## src/hdl/fcs_regs.svh

```systemverilog
`ifndef FCS_REGS_SVH
`define FCS_REGS_SVH
// Behaviour
// - switch on each oscillator cycle, off when sense reaches feedback level
// - above start level, begin switching and turn start-up source off
// - below lockout level, stop switching and turn start-up source on
// - while a fault is active, lockout level becomes the recharge level
// - soft start ramps the peak-current threshold up to its maximum
// - supply over-voltage filtered about 20 us; stop while present, resume
// - feedback above overload level counts 8192 cycles, then shut down
// - after overload shutdown, resume once overload condition is gone
// - short circuit shuts down; resume as soon as it clears
// - stop driving when hot; resume only when cooled below lower threshold
// - thermal fault lets supply fall to recharge level, then recharges
// - burst off below burst-low level, resume above burst-high level
// - protect input above threshold shuts down; resume once it clears
// - peak-current threshold clamped at its internal maximum
// - current-limit comparator ignored about 350 ns after turn-on
// - short-circuit comparator ignored about 300 ns after turn-on
// - period jitter plus or minus 4 percent over 256 periods
`define FCS_CTRL_OFS     8'h00
`define FCS_PERIOD_OFS   8'h04
`define FCS_STATUS_OFS   8'h08
`define FCS_IRQ_STAT_OFS 8'h0C
`define FCS_IRQ_MASK_OFS 8'h10
`define FCS_CTRL_EN_BIT  0
`define FCS_CTRL_RST     1'b1
`define FCS_PERIOD_RST   16'h00C8
`define FCS_MASK_RST     8'h00
`define FCS_ST_STATE_LSB 0
`define FCS_ST_FAULT_LSB 2
`define FCS_ST_BURST_BIT 7
`define FCS_ST_GATE_BIT  8
`define FCS_ST_HV_BIT    9
`define FCS_EV_START 0
`define FCS_EV_LOCK  1
`define FCS_EV_SCP   2
`define FCS_EV_OLP   3
`define FCS_EV_OVP   4
`define FCS_EV_OTP   5
`define FCS_EV_PRO   6
`define FCS_EV_BURST 7
`define FCS_CLK_NS      50
`define FCS_LEB1_NS     350
`define FCS_LEB2_NS     300
`define FCS_OVP_FILT_NS 20000
`define FCS_LEB1_CYC ((`FCS_LEB1_NS + `FCS_CLK_NS - 1) / `FCS_CLK_NS)
`define FCS_LEB2_CYC ((`FCS_LEB2_NS + `FCS_CLK_NS - 1) / `FCS_CLK_NS)
`define FCS_OVP_FILT_CYC \
  ((`FCS_OVP_FILT_NS + `FCS_CLK_NS - 1) / `FCS_CLK_NS)
`define FCS_OLP_CYCLES  8192
`define FCS_JIT_PCT     4
`define FCS_JIT_DIV     (100 * 64 / `FCS_JIT_PCT)
`define FCS_SS_STEP_CYC 64
`define FCS_SS_MAX      8'hFF
`endif

```

## src/hdl/fcs_pkg.sv

```systemverilog
package fcs_pkg;
  typedef enum logic [1:0] {
    fcs_st_charge = 2'b00,
    fcs_st_run    = 2'b01,
    fcs_st_fault  = 2'b11
  } fcs_state_t;

  // analog comparator outputs, all active high
  typedef struct packed {
    logic above_start;
    logic below_stop;
    logic below_recharge;
    logic supply_over;
    logic fb_overload;
    logic fb_burst_low;
    logic fb_burst_high;
    logic sense_fb;
    logic sense_limit;
    logic sense_short;
    logic temp_hot;
    logic temp_cool;
    logic protect;
  } fcs_cmp_t;

  typedef struct packed {
    logic pro;
    logic otp;
    logic supply_overvoltage_fault;
    logic overload_fault;
    logic short_circuit_fault;
  } fcs_fault_t;
endpackage

```

## src/hdl/fcs_sequencer.sv

```systemverilog
`timescale 1ns/1ns
`default_nettype none
`include "fcs_regs.svh"
module fcs_sequencer
  import fcs_pkg::*;
#(
  parameter int OLP_CYCLES = `FCS_OLP_CYCLES
) (
  input  wire logic        hclk,
  input  wire logic        hresetn,
  input  wire logic        clk_en,
  input  wire logic        hsel,
  input  wire logic [31:0] haddr,
  input  wire logic [1:0]  htrans,
  input  wire logic        hwrite,
  input  wire logic [2:0]  hsize,
  input  wire logic [31:0] hwdata,
  input  wire logic        hready,
  output logic             hreadyout,
  output logic             hresp,
  output logic [31:0]      hrdata,
  input  wire fcs_cmp_t    cmp_in,
  output logic             gate_drive,
  output logic             hv_source_on,
  output logic [7:0]       sense_limit_level,
  output logic             irq
);
  localparam logic [3:0]  LEB1 = 4'(`FCS_LEB1_CYC);
  localparam logic [3:0]  LEB2 = 4'(`FCS_LEB2_CYC);
  localparam logic [8:0]  OVP_FILT = 9'(`FCS_OVP_FILT_CYC);
  localparam logic [13:0] OLP_CNT = 14'(OLP_CYCLES);
  localparam logic [5:0]  SS_STEP = 6'(`FCS_SS_STEP_CYC - 1);
  localparam logic signed [26:0] JIT_DIV = 27'(`FCS_JIT_DIV);

  ////////////////////////////////////////////////////////////////////////
  // synchroniser, bus and registers
  fcs_cmp_t    cmp_meta, cmp;
  logic        wr_pend, next_wr_pend;
  logic [7:0]  wr_addr, next_wr_addr;
  logic [31:0] next_hrdata;
  logic        ctrl_en, next_ctrl_en;
  logic [15:0] period, next_period;
  logic [7:0]  irq_stat, next_irq_stat;
  logic [7:0]  irq_mask, next_irq_mask;
  logic        next_irq;
  logic [7:0]  ev;
  logic [31:0] status;
  logic        acc;

  fcs_state_t  state, next_state;
  fcs_fault_t  fault, next_fault;
  logic        any_fault, burst_off, next_burst_off;

  assign hreadyout = clk_en;
  assign hresp     = 1'b0;
  assign acc       = hsel & hready & htrans[1];
  assign any_fault = |fault;

  always_comb begin
    status = 32'h0000_0000;
    status[`FCS_ST_STATE_LSB +: 2] = state;
    status[`FCS_ST_FAULT_LSB +: 5] = fault;
    status[`FCS_ST_BURST_BIT]      = burst_off;
    status[`FCS_ST_GATE_BIT]       = gate_drive;
    status[`FCS_ST_HV_BIT]         = hv_source_on;
  end

  always_comb begin
    next_wr_pend  = acc & hwrite;
    next_wr_addr  = (haddr[31:8] == 24'h00_0000) ? haddr[7:0] : 8'hFF;
    next_hrdata   = hrdata;
    next_ctrl_en  = ctrl_en;
    next_period   = period;
    next_irq_mask = irq_mask;
    next_irq_stat = irq_stat;
    if (acc && !hwrite) begin
      next_hrdata = 32'h0000_0000;
      unique case (next_wr_addr)
        `FCS_CTRL_OFS:     next_hrdata[`FCS_CTRL_EN_BIT] = ctrl_en;
        `FCS_PERIOD_OFS:   next_hrdata[15:0] = period;
        `FCS_STATUS_OFS:   next_hrdata = status;
        `FCS_IRQ_STAT_OFS: next_hrdata[7:0] = irq_stat;
        `FCS_IRQ_MASK_OFS: next_hrdata[7:0] = irq_mask;
        default:           next_hrdata = 32'h0000_0000;
      endcase
    end
    if (wr_pend) begin
      unique case (wr_addr)
        `FCS_CTRL_OFS:     next_ctrl_en = hwdata[`FCS_CTRL_EN_BIT];
        `FCS_PERIOD_OFS:   next_period = hwdata[15:0];
        `FCS_IRQ_STAT_OFS: next_irq_stat = irq_stat & ~hwdata[7:0];
        `FCS_IRQ_MASK_OFS: next_irq_mask = hwdata[7:0];
        default: ;
      endcase
    end
    // an event in the clearing cycle survives
    next_irq_stat = next_irq_stat | ev;
    next_irq      = |(irq_stat & irq_mask);
  end

  always_ff @(posedge hclk or negedge hresetn) begin
    if (!hresetn) begin
      cmp_meta <= '0;
      cmp      <= '0;
      wr_pend  <= 1'b0;
      wr_addr  <= 8'h00;
      hrdata   <= 32'h0000_0000;
      ctrl_en  <= `FCS_CTRL_RST;
      period   <= `FCS_PERIOD_RST;
      irq_stat <= 8'h00;
      irq_mask <= `FCS_MASK_RST;
      irq      <= 1'b0;
    end else if (clk_en) begin
      cmp_meta <= cmp_in;
      cmp      <= cmp_meta;
      wr_pend  <= next_wr_pend;
      wr_addr  <= next_wr_addr;
      hrdata   <= next_hrdata;
      ctrl_en  <= next_ctrl_en;
      period   <= next_period;
      irq_stat <= next_irq_stat;
      irq_mask <= next_irq_mask;
      irq      <= next_irq;
    end
  end

  ////////////////////////////////////////////////////////////////////////
  // oscillator with triangular period jitter
  logic [17:0]        per_cnt, next_per_cnt;
  logic [7:0]         jit_cnt, next_jit_cnt;
  logic [6:0]         tri_pos;
  logic signed [17:0] base_s, period_eff;
  logic signed [8:0]  tri_s;
  logic signed [26:0] dev, offs;
  logic               tick;

  always_comb begin
    tri_pos    = jit_cnt[7] ? ~jit_cnt[6:0] : jit_cnt[6:0];
    base_s     = {2'b00, period};
    tri_s      = $signed({2'b00, tri_pos}) - 9'sd64;
    dev        = base_s * tri_s;
    offs       = dev / JIT_DIV;
    period_eff = base_s + offs[17:0];
    tick       = per_cnt >= ($unsigned(period_eff) - 18'd1);
    next_per_cnt = tick ? 18'd0 : per_cnt + 18'd1;
    next_jit_cnt = tick ? jit_cnt + 8'd1 : jit_cnt;
  end

  always_ff @(posedge hclk or negedge hresetn) begin
    if (!hresetn) begin
      per_cnt <= 18'd0;
      jit_cnt <= 8'h00;
    end else if (clk_en) begin
      per_cnt <= next_per_cnt;
      jit_cnt <= next_jit_cnt;
    end
  end

  ////////////////////////////////////////////////////////////////////////
  // supply sequencing, faults, burst
  logic        thr_low;
  logic [13:0] olp_cnt, next_olp_cnt;
  logic [8:0]  ovp_cnt, next_ovp_cnt;
  logic        next_hv;
  logic        gate_on, next_gate;
  logic [3:0]  on_cnt, next_on_cnt;
  logic        allowed;

  always_comb begin
    // a fault drops the lockout level to the recharge level
    thr_low    = any_fault ? cmp.below_recharge : cmp.below_stop;
    next_state = state;
    unique case (state)
      fcs_st_charge:
        if (cmp.above_start) next_state = fcs_st_run;
      fcs_st_run:
        if (thr_low) next_state = fcs_st_charge;
        else if (any_fault) next_state = fcs_st_fault;
      fcs_st_fault:
        // discharge then recharge, or resume when the fault is gone
        if (thr_low) next_state = fcs_st_charge;
        else if (!any_fault) next_state = fcs_st_run;
      default: next_state = fcs_st_charge;
    endcase
    next_hv = next_state == fcs_st_charge;

    next_fault = fault;
    if (!cmp.sense_short) next_fault.short_circuit_fault = 1'b0;
    if (gate_on && on_cnt >= LEB2 && cmp.sense_short)
      next_fault.short_circuit_fault = 1'b1;
    next_olp_cnt = olp_cnt;
    if (!cmp.fb_overload) next_olp_cnt = 14'd0;
    else if (tick && olp_cnt != OLP_CNT)
      next_olp_cnt = olp_cnt + 14'd1;
    next_fault.overload_fault = cmp.fb_overload &
                     (fault.overload_fault | olp_cnt == OLP_CNT);
    // debounce both ways, acts as the filter time constant
    next_ovp_cnt = 9'd0;
    if (cmp.supply_over != fault.supply_overvoltage_fault) begin
      next_ovp_cnt = ovp_cnt + 9'd1;
      if (ovp_cnt == OVP_FILT - 9'd1) begin
        next_ovp_cnt   = 9'd0;
        next_fault.supply_overvoltage_fault = cmp.supply_over;
      end
    end
    if (cmp.temp_cool) next_fault.otp = 1'b0;
    if (cmp.temp_hot) next_fault.otp = 1'b1;
    next_fault.pro = cmp.protect;

    next_burst_off = burst_off;
    if (cmp.fb_burst_high) next_burst_off = 1'b0;
    if (cmp.fb_burst_low) next_burst_off = 1'b1;
  end

  always_ff @(posedge hclk or negedge hresetn) begin
    if (!hresetn) begin
      state        <= fcs_st_charge;
      hv_source_on <= 1'b1;
      fault        <= '0;
      olp_cnt      <= 14'd0;
      ovp_cnt      <= 9'd0;
      burst_off    <= 1'b0;
    end else if (clk_en) begin
      state        <= next_state;
      hv_source_on <= next_hv;
      fault        <= next_fault;
      olp_cnt      <= next_olp_cnt;
      ovp_cnt      <= next_ovp_cnt;
      burst_off    <= next_burst_off;
    end
  end

  ////////////////////////////////////////////////////////////////////////
  // switch drive, blanking and soft start
  logic [7:0] ss_level, next_ss_level;
  logic [5:0] ss_div, next_ss_div;
  logic       run_entry;

  assign gate_drive        = gate_on;
  assign sense_limit_level = ss_level;

  always_comb begin
    allowed = state == fcs_st_run && !any_fault && !burst_off &&
              ctrl_en;
    next_gate   = gate_on;
    next_on_cnt = (gate_on && on_cnt != 4'hF) ? on_cnt + 4'd1 : on_cnt;
    if (!allowed) begin
      next_gate = 1'b0;
    end else if (tick) begin
      next_gate   = 1'b1;
      next_on_cnt = 4'd0;
    end else if (gate_on && on_cnt >= LEB1 &&
                 (cmp.sense_fb || cmp.sense_limit)) begin
      next_gate = 1'b0;
    end

    run_entry     = state == fcs_st_charge && next_state == fcs_st_run;
    next_ss_level = ss_level;
    next_ss_div   = ss_div;
    if (run_entry) begin
      next_ss_level = 8'h00;
      next_ss_div   = 6'd0;
    end else if (state == fcs_st_run && ss_level != `FCS_SS_MAX) begin
      next_ss_div = ss_div + 6'd1;
      if (ss_div == SS_STEP) begin
        next_ss_div   = 6'd0;
        next_ss_level = ss_level + 8'd1;
      end
    end

    ev = 8'h00;
    ev[`FCS_EV_START] = run_entry;
    ev[`FCS_EV_LOCK]  = state != fcs_st_charge &&
                        next_state == fcs_st_charge;
    ev[`FCS_EV_SCP]   = next_fault.short_circuit_fault & ~fault.short_circuit_fault;
    ev[`FCS_EV_OLP]   = next_fault.overload_fault & ~fault.overload_fault;
    ev[`FCS_EV_OVP]   = next_fault.supply_overvoltage_fault & ~fault.supply_overvoltage_fault;
    ev[`FCS_EV_OTP]   = next_fault.otp & ~fault.otp;
    ev[`FCS_EV_PRO]   = next_fault.pro & ~fault.pro;
    ev[`FCS_EV_BURST] = next_burst_off & ~burst_off;
  end

  always_ff @(posedge hclk or negedge hresetn) begin
    if (!hresetn) begin
      gate_on  <= 1'b0;
      on_cnt   <= 4'd0;
      ss_level <= 8'h00;
      ss_div   <= 6'd0;
    end else if (clk_en) begin
      gate_on  <= next_gate;
      on_cnt   <= next_on_cnt;
      ss_level <= next_ss_level;
      ss_div   <= next_ss_div;
    end
  end

  // bound of the jitter, worked out apart from the divider it guards
  logic [17:0] jit_span;
  assign jit_span = {2'b00, period} / 18'(100 / `FCS_JIT_PCT);
endmodule // fcs_sequencer
`default_nettype wire

```

## config.mk

```make
export PLATFORM = sky130hd
export DESIGN_NAME = fcs_sequencer
export DESIGN_NICKNAME = d
export VERILOG_FILES = /design/src/hdl/fcs_pkg.sv /design/src/hdl/fcs_sequencer.sv
export VERILOG_INCLUDE_DIRS = /design/src /design/src/hdl
export SDC_FILE = /design/constraint.sdc
export NUM_CORES = 1
export LEC_CHECK = 0
export ABC_AREA = 0
export BUFFER_PORTS_ARGS = -buffer_cell sky130_fd_sc_hd__buf_2
export CORE_ASPECT_RATIO = 0.9
export CORE_MARGIN = 2
export CORE_UTILIZATION = 46
export CTS_CLUSTER_DIAMETER = 60
export DETAILED_ROUTE_END_ITERATION = 16
export MAX_ROUTING_LAYER = met4
export SLEW_MARGIN = 30
export SYNTH_ARGS = -nofsm -noshare
export SYNTH_HDL_FRONTEND = slang
export SYNTH_SLANG_ARGS = --single-unit
```

## constraint.sdc

```tcl
create_clock -name hclk -period 25.4 [get_ports hclk]
set_input_delay 1.27 -clock hclk [delete_from_list [all_inputs] [get_ports hclk]]
set_output_delay 1.27 -clock hclk [all_outputs]
set_load 0.01 [all_outputs]
```

* After elaboration in Yosys (flattened, before gate mapping) *
Cells that the tools add are included.

operators by class
  add/subtract/negate cells = 10
  multipliers = 1
  divide/modulo/power cells = 1
  order comparisons = 3
  equal/unequal tests = 19
  multiplexer cells = 39
  bitwise gates (word level) = 22
  reductions and logical operators = 36

operator list
  cell                                                 number
  2-to-1 mux 8 bit                                     6
  2-to-1 mux 14 bit                                    2
  case mux 7 bit (4 select lines)                      1
  divider 27 x 12 -> 27 bit, second input constant     1
  multiplier 17 x 8 -> 25 bit                          1
  equality test 8 x 4 -> 1 bit, second input constant  3
  logical NOT 24 bit                                   1
  adder 16 x 18 -> 18 bit                              1
  adder 18 x 1 -> 18 bit, second input constant        1
  greater-or-equal comparator 18 bit                   1
  2-to-1 mux 18 bit                                    1
  2-to-1 mux 6 bit                                     3
  2-to-1 mux 9 bit                                     2
  subtractor 18 x 1 -> 18 bit, second input constant   1
  adder 8 x 1 -> 8 bit, second input constant          2
  AND 8 bit                                            2
  equality test 8 x 3 -> 1 bit, second input constant  2
  equality test 8 x 5 -> 1 bit, second input constant  2
  logical NOT 8 bit                                    2
  case mux 8 bit (2 select lines)                      1
  adder 14 x 1 -> 14 bit, second input constant        1
  equality test 14 bit, second input constant          1
  != test 14 bit, second input constant                1
  logical AND 1 bit                                    13
  34 further kinds                                     79

storage, ports and cells
  flip-flop bits (word level) = 162
  output and inout bits = 45
  logic and storage cells = 181

* Depth between registers and ports, before layout *
Gate-level depths: netlist of run 1.

  word-level depth = 11
  depth in mapped cells = 96
  mapped depth without buffers = 85

* Least setup slack after synthesis of run 1 *
Ideal clock, no wire load.

  path kind = reg-to-reg
  start = register jit_cnt[7]
  end = register olp_cnt[10]
  library setup time = 132 ps
  arrival time = 19909 ps
  setup slack = 5359 ps
  stages on the path, launching flop included = 91
  path buffers = 7
  path through = dfrtp_1 buf_2 xnor2_1 inv_2 clkbuf_1 nor2_1 fa_1 fa_1 fa_1 inv_1 fa_1 inv_1 ha_1 buf_2 and3_4 a221o_2 a21oi_4 xor2_4 [... 55 more ...] a21oi_1 o21bai_1 a21oi_1 o21bai_1 a21oi_1 and3_1 o21ai_0 o22a_1 o211ai_1 ha_1 o21ai_0 nand2b_1 and3_1 or2_2 and3_1 nand4_1 xor2_1 nor2_1

between the ends
  word-level cells in the longest chain between the ends = 10

ends and longest elaborated chain
  what                                     line                  RTL
  start: declaration                       fcs_sequencer.sv:130  logic [7:0] jit_cnt, next_jit_cnt;
  start signal: assignment                 fcs_sequencer.sv:155  jit_cnt <= next_jit_cnt;
  2-to-1 mux 7 bit                         fcs_sequencer.sv:138  tri_pos = jit_cnt[7] ? ~jit_cnt[6:0] : jit_cnt[6:0];
  subtractor 7 x 7 -> 8 bit                fcs_sequencer.sv:140  tri_s = $signed({2'b00, tri_pos}) - 9'sd64;
  multiplier 17 x 8 -> 25 bit              fcs_sequencer.sv:141  dev = base_s * tri_s;
  divider 27 x 12 -> 27 bit                fcs_sequencer.sv:142  offs = dev / JIT_DIV;
  adder 16 x 18 -> 18 bit                  fcs_sequencer.sv:143  period_eff = base_s + offs[17:0];
  subtractor 18 x 1 -> 18 bit              fcs_sequencer.sv:144  tick = per_cnt >= ($unsigned(period_eff) - 18'd1);
  greater-or-equal comparator 18 bit       fcs_sequencer.sv:144
  logical AND 1 bit                        fcs_sequencer.sv:193  else if (tick && olp_cnt != OLP_CNT)
  != test 2 x 1 -> 1 bit (no source line)  n/a
  AND reduction 2 bit (no source line)     n/a
  end signal: assignment                   fcs_sequencer.sv:227  olp_cnt <= next_olp_cnt;
  end: declaration                         fcs_sequencer.sv:162  logic [13:0] olp_cnt, next_olp_cnt;

No other way between the ends.
A chain may end at the register's enable or synchronous reset.

* Worst setup path after layout of run 1 *
  start = register jit_cnt[7]
  end = register olp_cnt[13]

The elaborated chain is that of the path after synthesis.

==> results_dict.tcl, run 1 <==
set metrics [dict create \
    status "finished, final reports clean" \
    critPathMaxStageDelay_ps 620 \
    setup_tns_ps 0 \
    synth_xor_area_share_pct 6.42 \
    grt_usage_pct 25.0 \
    yosysSeqAreaShare_pct 22.9 \
    h-tree-depth 4 \
    via_per_inst 5.80 \
    grt_pass1_wl_um 77800 \
    synth_compound_area_share_pct 20.1 \
    num_vias 15395 \
    maxCapViolations 0 \
    nFillCells 3712 \
    numClockSinks 162 \
    clock.fmax_ghz 0.0424 \
    finClkSkew_ps 8.10 \
    fin_crit_ps 23590 \
    cts_buffer_depth 2 \
    clk_latency_ps 440 \
    grt_overflow 0 \
    ys_warn_count 0 \
    finalSetupViolCount 0 \
    synth.avg_cell_area_um2 8.49 \
    final_antenna_net_count 0 \
    synth_fa_ha_area_share_pct 18.3 \
    io_buffers 95 \
    cts_root_buffer "clkbuf_16" \
    cts_tree "done" \
    whs_ps 476 \
    dr.pass1.iters 6 \
    multi_input_area_mm2 0.0126 \
    die_h_um 190 \
    die_x_um 211 \
    layout_common_cells "203 x inv_1, 193 x nand2_1, 177 x nor2_1" \
    seqCellArea_mm2 0.00406 \
    synth-edff-count 0 \
    grt_max_degree 113 \
    antenna_found_initial 1 \
    maxSlewHeadroom_pct 40.3 \
    avgRoutedWirePerCell_um 17.9 \
    hp-class "reg -> reg" \
    end_kind "register" \
    drt-total-wl_um 47500 \
    dieArea_mm2 0.0401 \
    synth-simple-area-share_pct 21.3 \
    cts_setup_buffers 0 \
    startpoint_type "register" \
    start_util_pct 46.4 \
    final_layout_size_suffix_gt1_share_pct 12.8 \
    ys_ff_latch 162 \
    nets 2444 \
    path_clk_slew_ps 70 \
    synthMuxAreaShare_pct 4.22 \
    postCtsHoldBufs 0 \
    syn_to_final_growth_pct 8.67 \
    crit_path_frequent_cell "a21oi_1" \
    crit_fanout 25 \
    row_count 68 \
    coreArea_mm2 0.0382 \
    rsz0062_at_grt "no" \
    cts_buffers 17 \
    path_class "reg -> reg" \
    place_congestion 0.914 \
    required_ps 25760 \
    utilization_pct 50.4 \
    ios 133 \
    crit_path_top_delay_cell "a31oi_1" \
    first_global_vias 14851 \
    fin_crit_sh_pct 92.9 \
    synthArstFlopShare_pct 100 \
    netlist_area_mm2 0.0177 \
    hold_violations 0 \
    cp.arrival_ps 23950 \
    hpwl_um 37600 \
    synthCells 2088 \
    drt-initial-drc-count 1149 \
    synth_cell_types 118 \
    cts_resized 0 \
    slew_viol_final 0 \
    post-route-drc-count 0 \
    synth_flop_cell "dfrtp_1" \
    worst_pin_slew_ps 890 \
    layout_commonest_cell "inv_1" \
    synth_top_family_by_area "simple AND/OR/NAND/NOR gates" \
]
## stage by stage
step	setup slack (ps)	instances	area, um^2
2_1_floorplan	5360	2104	17800
3_3_place_gp	1970	2621	18600
3_5_place_dp	1950	2621	18600
4_1_cts	1860	2653	19200
5_1_grt	46.9	2654	19300
6_report	1810	2654	19300
## final timing paths
kind	from	end	slack (ps)	depth (start not counted)
max	jit_cnt[7]	olp_cnt[13]	1810	82
max reg2reg	jit_cnt[7]	olp_cnt[13]	1810	82
min reg2reg	hrdata[14]	hrdata[14]	480	2
max in group asynchronous	hresetn	period[12]	23360	2
min	hrdata[14]	hrdata[14]	480	2
min in group asynchronous	hresetn	wr_addr[5]	830	1
## critical path, delay by kind of cell, from the launching register on
family | cells | cell delay, ps
compound gates | 37 | 9390
simple gates | 26 | 7830
fa+ha+maj | 10 | 3890
xor+xnor | 3 | 740
buf+inv | 5 | 730
flops | 1 | 610
mux | 1 | 330
## sequential cells by signal (all words and copies together) (netlist names), 2 cells and up
register           cells
wr_addr                8
hrdata                16
jit_cnt                8
olp_cnt               14
fault                  5
ss_div                 6
cmp                   13
on_cnt                 4
cmp_meta              13
irq_mask               8
per_cnt               18
ovp_cnt                9
irq_stat               8
state                  2
period                16
sense_limit_level      8
## synth_stat cells, drive strengths merged, types with 22 or more instances
cell | number | share of area (%)
inv | 204 | 4.3
nand2 | 194 | 4.1
nor2 | 180 | 3.8
dfrtp | 157 | 22
ha | 120 | 8.5
a21oi | 109 | 3.3
o21ai | 106 | 3.0
and2 | 92 | 3.3
fa | 86 | 9.7
xnor2 | 75 | 3.7
nand3 | 68 | 1.9
mux2 | 52 | 3.3
xor2 | 52 | 2.7
buf | 45 | 1.6
clkbuf | 40 | 0.85
nor3 | 39 | 1.1
a21o | 34 | 1.4
nand4 | 32 | 1.3
and3 | 29 | 1.1
o211ai | 25 | 1.1
a31oi | 22 | 0.81
nor4 | 22 | 0.92
## cell type report
type | instances | share of cell area (%)
Inverter | 204 | 3.97
Sequential cell | 162 | 21.1
Clock inverter | 13 | 0.902
Antenna cell | 1 | 0.0130
Clock buffer | 19 | 2.35
Multi-Input combinational cell | 1653 | 65.3
Tap cell | 490 | 3.18
Timing Repair Buffer | 112 | 3.18
## cells by family (layout without fill, tap and decap cells)
group,after synthesis,after routing
AO/OA/AOI/OAI,488,488
flip-flops,162,162
buffers and inverters,289,348
AND/OR/NAND/NOR,746,746
other,1,18
XOR/XNOR,127,127
multiplexers,67,67
adder cells (fa/ha/maj),208,208
## per-layer routing
metal	GRT usage [%]	routed length, um	vias to the layer above
met1	36.5	23800	7523
met2	36.5	20500	369
met3	3.62	2370	52
met4	5.61	754	0
li1	-	-	7451
met5	-	0	-
Power of run 1 is not shown: default switching activity piles up to over one toggle a cycle in this logic, so the estimate is an artifact.
==> run 2, diff against run 1 <==
ABC_AREA = 1   (was 0)
CTS_BUF_LIST = sky130_fd_sc_hd__clkbuf_16   (was unset)
PLACE_DENSITY_LB_ADDON = 0.05   (was unset)
==> results_dict.tcl, run 2 <==
set metrics [dict create \
    antenna_found_initial 1 \
    required_ps 25760 \
    dr.pass1.iters 7 \
    post-route-drc-count 0 \
    row_count 66 \
    netlist_area_mm2 0.0169 \
    startpoint_type "register" \
    critical_path.top_delay_family "simple AND/OR/NAND/NOR gates" \
    synth_common_cells "584 x nand2_1, 415 x inv_1, 231 x nor2_1" \
    critPathMaxStageDelay_ps 540 \
    crit_buf_inv 15 \
    numClockSinks 162 \
    first_global_vias 14096 \
    path_clk_slew_ps 70 \
    largest-register "per_cnt" \
    cts_setup_buffers 0 \
    finClkSkew_ps 12.0 \
    largest_reg_flops 18 \
    synth_flop_cell "dfrtp_1" \
    instances_no_fill 2969 \
    placedInstanceArea_mm2 0.0178 \
    cts_buffer_depth 2 \
    fin_crit_ps 19580 \
    hp-class "reg -> reg" \
    synth-edff-count 0 \
    path_class "reg -> reg" \
    drt-total-wl_um 42900 \
    worst_pin_slew_ps 872 \
    final_layout_size_suffix_gt1_share_pct 12.7 \
    clk_latency_ps 440 \
    rsz0062_at_grt "no" \
    crit_path_top_delay_cell "fa_1" \
    die_x_um 206 \
    slew_viol_final 0 \
    status "finished, final reports clean" \
    yosysSeqAreaShare_pct 24.1 \
    cts_buffers 17 \
    grt_usage_pct 24.0 \
    grt_overflow 0 \
    cts_root_buffer "clkbuf_16" \
    n_antenna_cell 0 \
    synthCells 2396 \
    avgRoutedWirePerCell_um 14.5 \
    drt-initial-drc-count 949 \
    ys_ff_latch 162 \
    reg_top3 "per_cnt x18, hrdata x16, period x16" \
    cp.arrival_ps 19940 \
    final_antenna_net_count 0 \
    synth_cell_types 64 \
    crit_fanout 31 \
    ios 133 \
    via_per_inst 5.05 \
    synth_area_leader_cell "dfrtp_1" \
    synth.most_common_cell "nand2_1" \
    cts_resized 0 \
    hpwl_um 34800 \
    grt_max_degree 88 \
    synth_top_area_share_pct 23.3 \
    grt_pass1_wl_um 71100 \
    ys_warn_count 0 \
    dieArea_mm2 0.0382 \
    dp_cells 2937 \
    hold_violations 0 \
    place_congestion 0.855 \
    layout_common_cells "584 x nand2_1, 415 x inv_1, 231 x nor2_1" \
    crit_path_frequent_cell "nand2_1" \
    synth.avg_cell_area_um2 7.04 \
    coreArea_mm2 0.0362 \
    syn_to_final_growth_pct 8.76 \
    cts_tree "done" \
    die_h_um 186 \
    postCtsHoldBufs 0 \
    layout_commonest_cell "nand2_1" \
    clock.fmax_ghz 0.0511 \
    num_vias 14990 \
    finalSetupViolCount 0 \
    maxCapViolations 0 \
    synthTopCellsByArea "dfrtp_1 23%, nand2_1 13%, fa_1 10%" \
    synthArstFlopShare_pct 100 \
    start_util_pct 46.7 \
    end_kind "register" \
    final_cell_area_mm2 0.0184 \
    io_buffers 95 \
    setup_tns_ps 0 \
    h-tree-depth 4 \
    maxSlewHeadroom_pct 41.3 \
    utilization_pct 50.7 \
    nets 2774 \
    fin_crit_sh_pct 77.1 \
]
-- run 2: stage by stage --
step	worst slack, ps	hold WS, ps
3_5_place_dp	5870	452
5_1_grt	3590	490
2_1_floorplan	9490	435
6_report	5820	467
3_3_place_gp	6160	440
4_1_cts	5810	467
-- run 2: cells by family (layout without fill, tap and decap cells) --
kind of cell    after synthesis  count (layout)  synth area share, %
mux                           8               8                0.534
buf+inv                     511             592                 12.0
fa+ha+maj                   206             206                 19.1
compound gates              239             239                 8.04
other cells                   1              17               0.0222
flops                       162             162                 24.1
xor+xnor                     58              58                 3.14
simple gates               1211            1211                 33.1
-- run 2: worst paths after layout --
check | startpoint | to | slack, ps | cells past startpoint
worst min-delay path | fault[4] | irq_stat[6] | 470 | 1
worst max register to register | jit_cnt[7] | olp_cnt[10] | 5820 | 122
worst min register to register | fault[4] | irq_stat[6] | 470 | 1
max in group asynchronous | hresetn | hrdata[11] | 23330 | 2
min in group asynchronous | hresetn | ss_div[5] | 870 | 1
worst max-delay path | jit_cnt[7] | olp_cnt[10] | 5820 | 122
-- run 2: worst register-to-register path, delay by kind of cell (launching register included) --
| family | cells | cell delay [ps] |
|---|---|---|
| compound gates | 17 | 3220 |
| xor+xnor | 2 | 340 |
| fa+ha+maj | 9 | 3490 |
| buf+inv | 15 | 1930 |
| flops | 1 | 470 |
| simple gates | 79 | 10110 |
-- run 2: cell type report --
type | instances | area [um^2]
fill | 3726 | 17800
multi-input combinational | 1739 | 10800
sequential | 162 | 4060
inverter | 459 | 1740
tap | 476 | 596
timing repair buffer | 101 | 531
clock buffer | 17 | 425
clock inverter | 15 | 160
-- run 2: routing by layer --
metal | track usage (%) | up-vias | part of all wire (%)
met4 | 4.71 | 0 | 1.2
met1 | 33.4 | 7026 | 50
met5 | - | - | 0
li1 | - | 7677 | -
met2 | 37.8 | 253 | 45
met3 | 3.19 | 34 | 3.9
Power of run 2 is left out for the same reason.
==> run 3, diff against run 2 <==
ABC_AREA = 0   (was 1)
clock period = 17.9 ns   (was 25.4 ns; I/O delays follow)
==> results_dict.tcl, run 3 (synthesis results as in run 1) <==
set metrics [dict create \
    drt-initial-drc-count 1158 \
    wl_met2_um 25700 \
    required_ps 18190 \
    cts_root_buffer "clkbuf_16" \
    place_congestion 0.970 \
    post-route-drc-count 0 \
    die_h_um 190 \
    cts_tree "done" \
    hp-class "reg -> reg" \
    rsz0062_at_grt "yes" \
    setup_tns_ps -43280 \
    clock.fmax_ghz 0.0523 \
    via_per_inst 5.47 \
    num_vias 17399 \
    whs_ps 467 \
    cp.arrival_ps 19400 \
    slew_viol_final 0 \
    first_global_vias 16974 \
    dp_cells 3074 \
    top_layer "met4" \
    maxSlewHeadroom_pct 21.8 \
    final_layout_size_suffix_gt1_share_pct 38.6 \
    grt_pass1_wl_um 85700 \
    antenna_found_initial 0 \
    io_buffers 95 \
    postCtsHoldBufs 0 \
    end_kind "register" \
    die_x_um 211 \
    syn_to_final_growth_pct 41.3 \
    cts_buffer_depth 2 \
    nets 2971 \
    grt_overflow 0 \
    avgRoutedWirePerCell_um 16.9 \
    largest_reg_flops 18 \
    layout_commonest_cell "buf_4" \
    finClkSkew_ps 9.34 \
    startpoint_type "register" \
    status "complete, but fails checks" \
    n_antenna_cell 0 \
    finalSetupViolCount 45 \
    drt-total-wl_um 53900 \
    critPathMaxStageDelay_ps 550 \
    fin_crit_sh_pct 107 \
    violations "setup timing" \
    worst_pin_slew_ps 1170 \
    layout_common_cells "504 x buf_4, 200 x inv_1, 181 x nand2_1" \
    maxCapViolations 0 \
    fin_crit_ps 19110 \
    crit_path_top_delay_cell "fa_1" \
    path_clk_slew_ps 60 \
    final_antenna_net_count 0 \
    coreArea_mm2 0.0382 \
    crit_fanout 8 \
    hpwl_um 42200 \
    reg_top3 "per_cnt x18, hrdata x16, period x16" \
    dieArea_mm2 0.0401 \
    largest-register "per_cnt" \
    grt_usage_pct 27.1 \
    hold_violations 0 \
    fin_ws_ps -1210 \
    grt_max_degree 112 \
    clk_latency_ps 430 \
    dr.pass1.iters 7 \
    crit_path_frequent_cell "a21oi_2" \
    h-tree-depth 4 \
    met3_length_um 1820 \
    ios 133 \
    row_count 68 \
    cts_buffers 17 \
    instances_no_fill 3180 \
    start_util_pct 46.4 \
    met1_length_um 25200 \
    path_class "reg -> reg" \
    numClockSinks 162 \
    nFillCells 3220 \
]
run 3: cell count changes in the layout (fill, tap and decap cells not counted), sizes merged, moves of 30 or more:
cell   before  now
buf       101  638
nand2     670  194
inv       456  207
nand3     157   68
and2        5   92
nor2      248  180
xnor2      14   75
a21oi      60  109
mux2        8   52
a21o        4   34
run 3: path summary, 6_finish.rpt:
path	depth (start not counted)	end	startpoint	slack [ps]
max	95	olp_cnt[11]	jit_cnt[7]	-1210
min reg2reg	2	hrdata[13]	hrdata[13]	470
min in group asynchronous	1	cmp_meta[1]	hresetn	530
max in group asynchronous	2	sense_limit_level[4]	hresetn	16160
min	2	hrdata[13]	hrdata[13]	470
max reg2reg	95	olp_cnt[11]	jit_cnt[7]	-1210
run 3: critical path: cells and delay by family, from the launching register on:
family,cells,cell delay (ps)
AOI/OAI and AO/OA,44,8200
xor gates and xnor gates,3,580
adders and majority gates,11,3610
buffers and inverters,17,2080
DFF,1,390
muxes,1,290
and+or+nand+nor,19,3770
run 3: metal layers:
metal  vias up  track usage (%)
li1       8517                -
met1      8459             36.4
met2       361             44.7
met3        62             2.32
met4         0             6.61
met5         -                -
run 3: area by class of cell:
type / instances / area [um^2] / area share [%]
multi-input cells: 1653 / 14200 / 56.8
repair buffers: 639 / 4810 / 19.2
flip-flops and latches: 162 / 4060 / 16.2
inverters: 204 / 773 / 3.09
well taps: 490 / 613 / 2.45
clock buffers: 17 / 425 / 1.70
clock inverters: 15 / 130 / 0.519
run 3: timing repair:
action	CTS	global route
pin swaps	46	97
setup endpoints to repair	45	45
hold endpoints to repair	0	0
gates resized for setup	93	214
cloned	2	1
setup buffers	24	48
run 3: stage by stage:
step | util [%] | setup slack (ps) | area (um^2)
after detailed placement | 58.7 | -1460 | 22400
final | 65.6 | -1210 | 25100
after CTS | 61.9 | -952 | 23700
after global placement | 58.7 | -1370 | 22400
after global routing | 65.6 | -2140 | 25100
after floorplan | - | -846 | 18300
Power of run 3 is left out for the same reason.
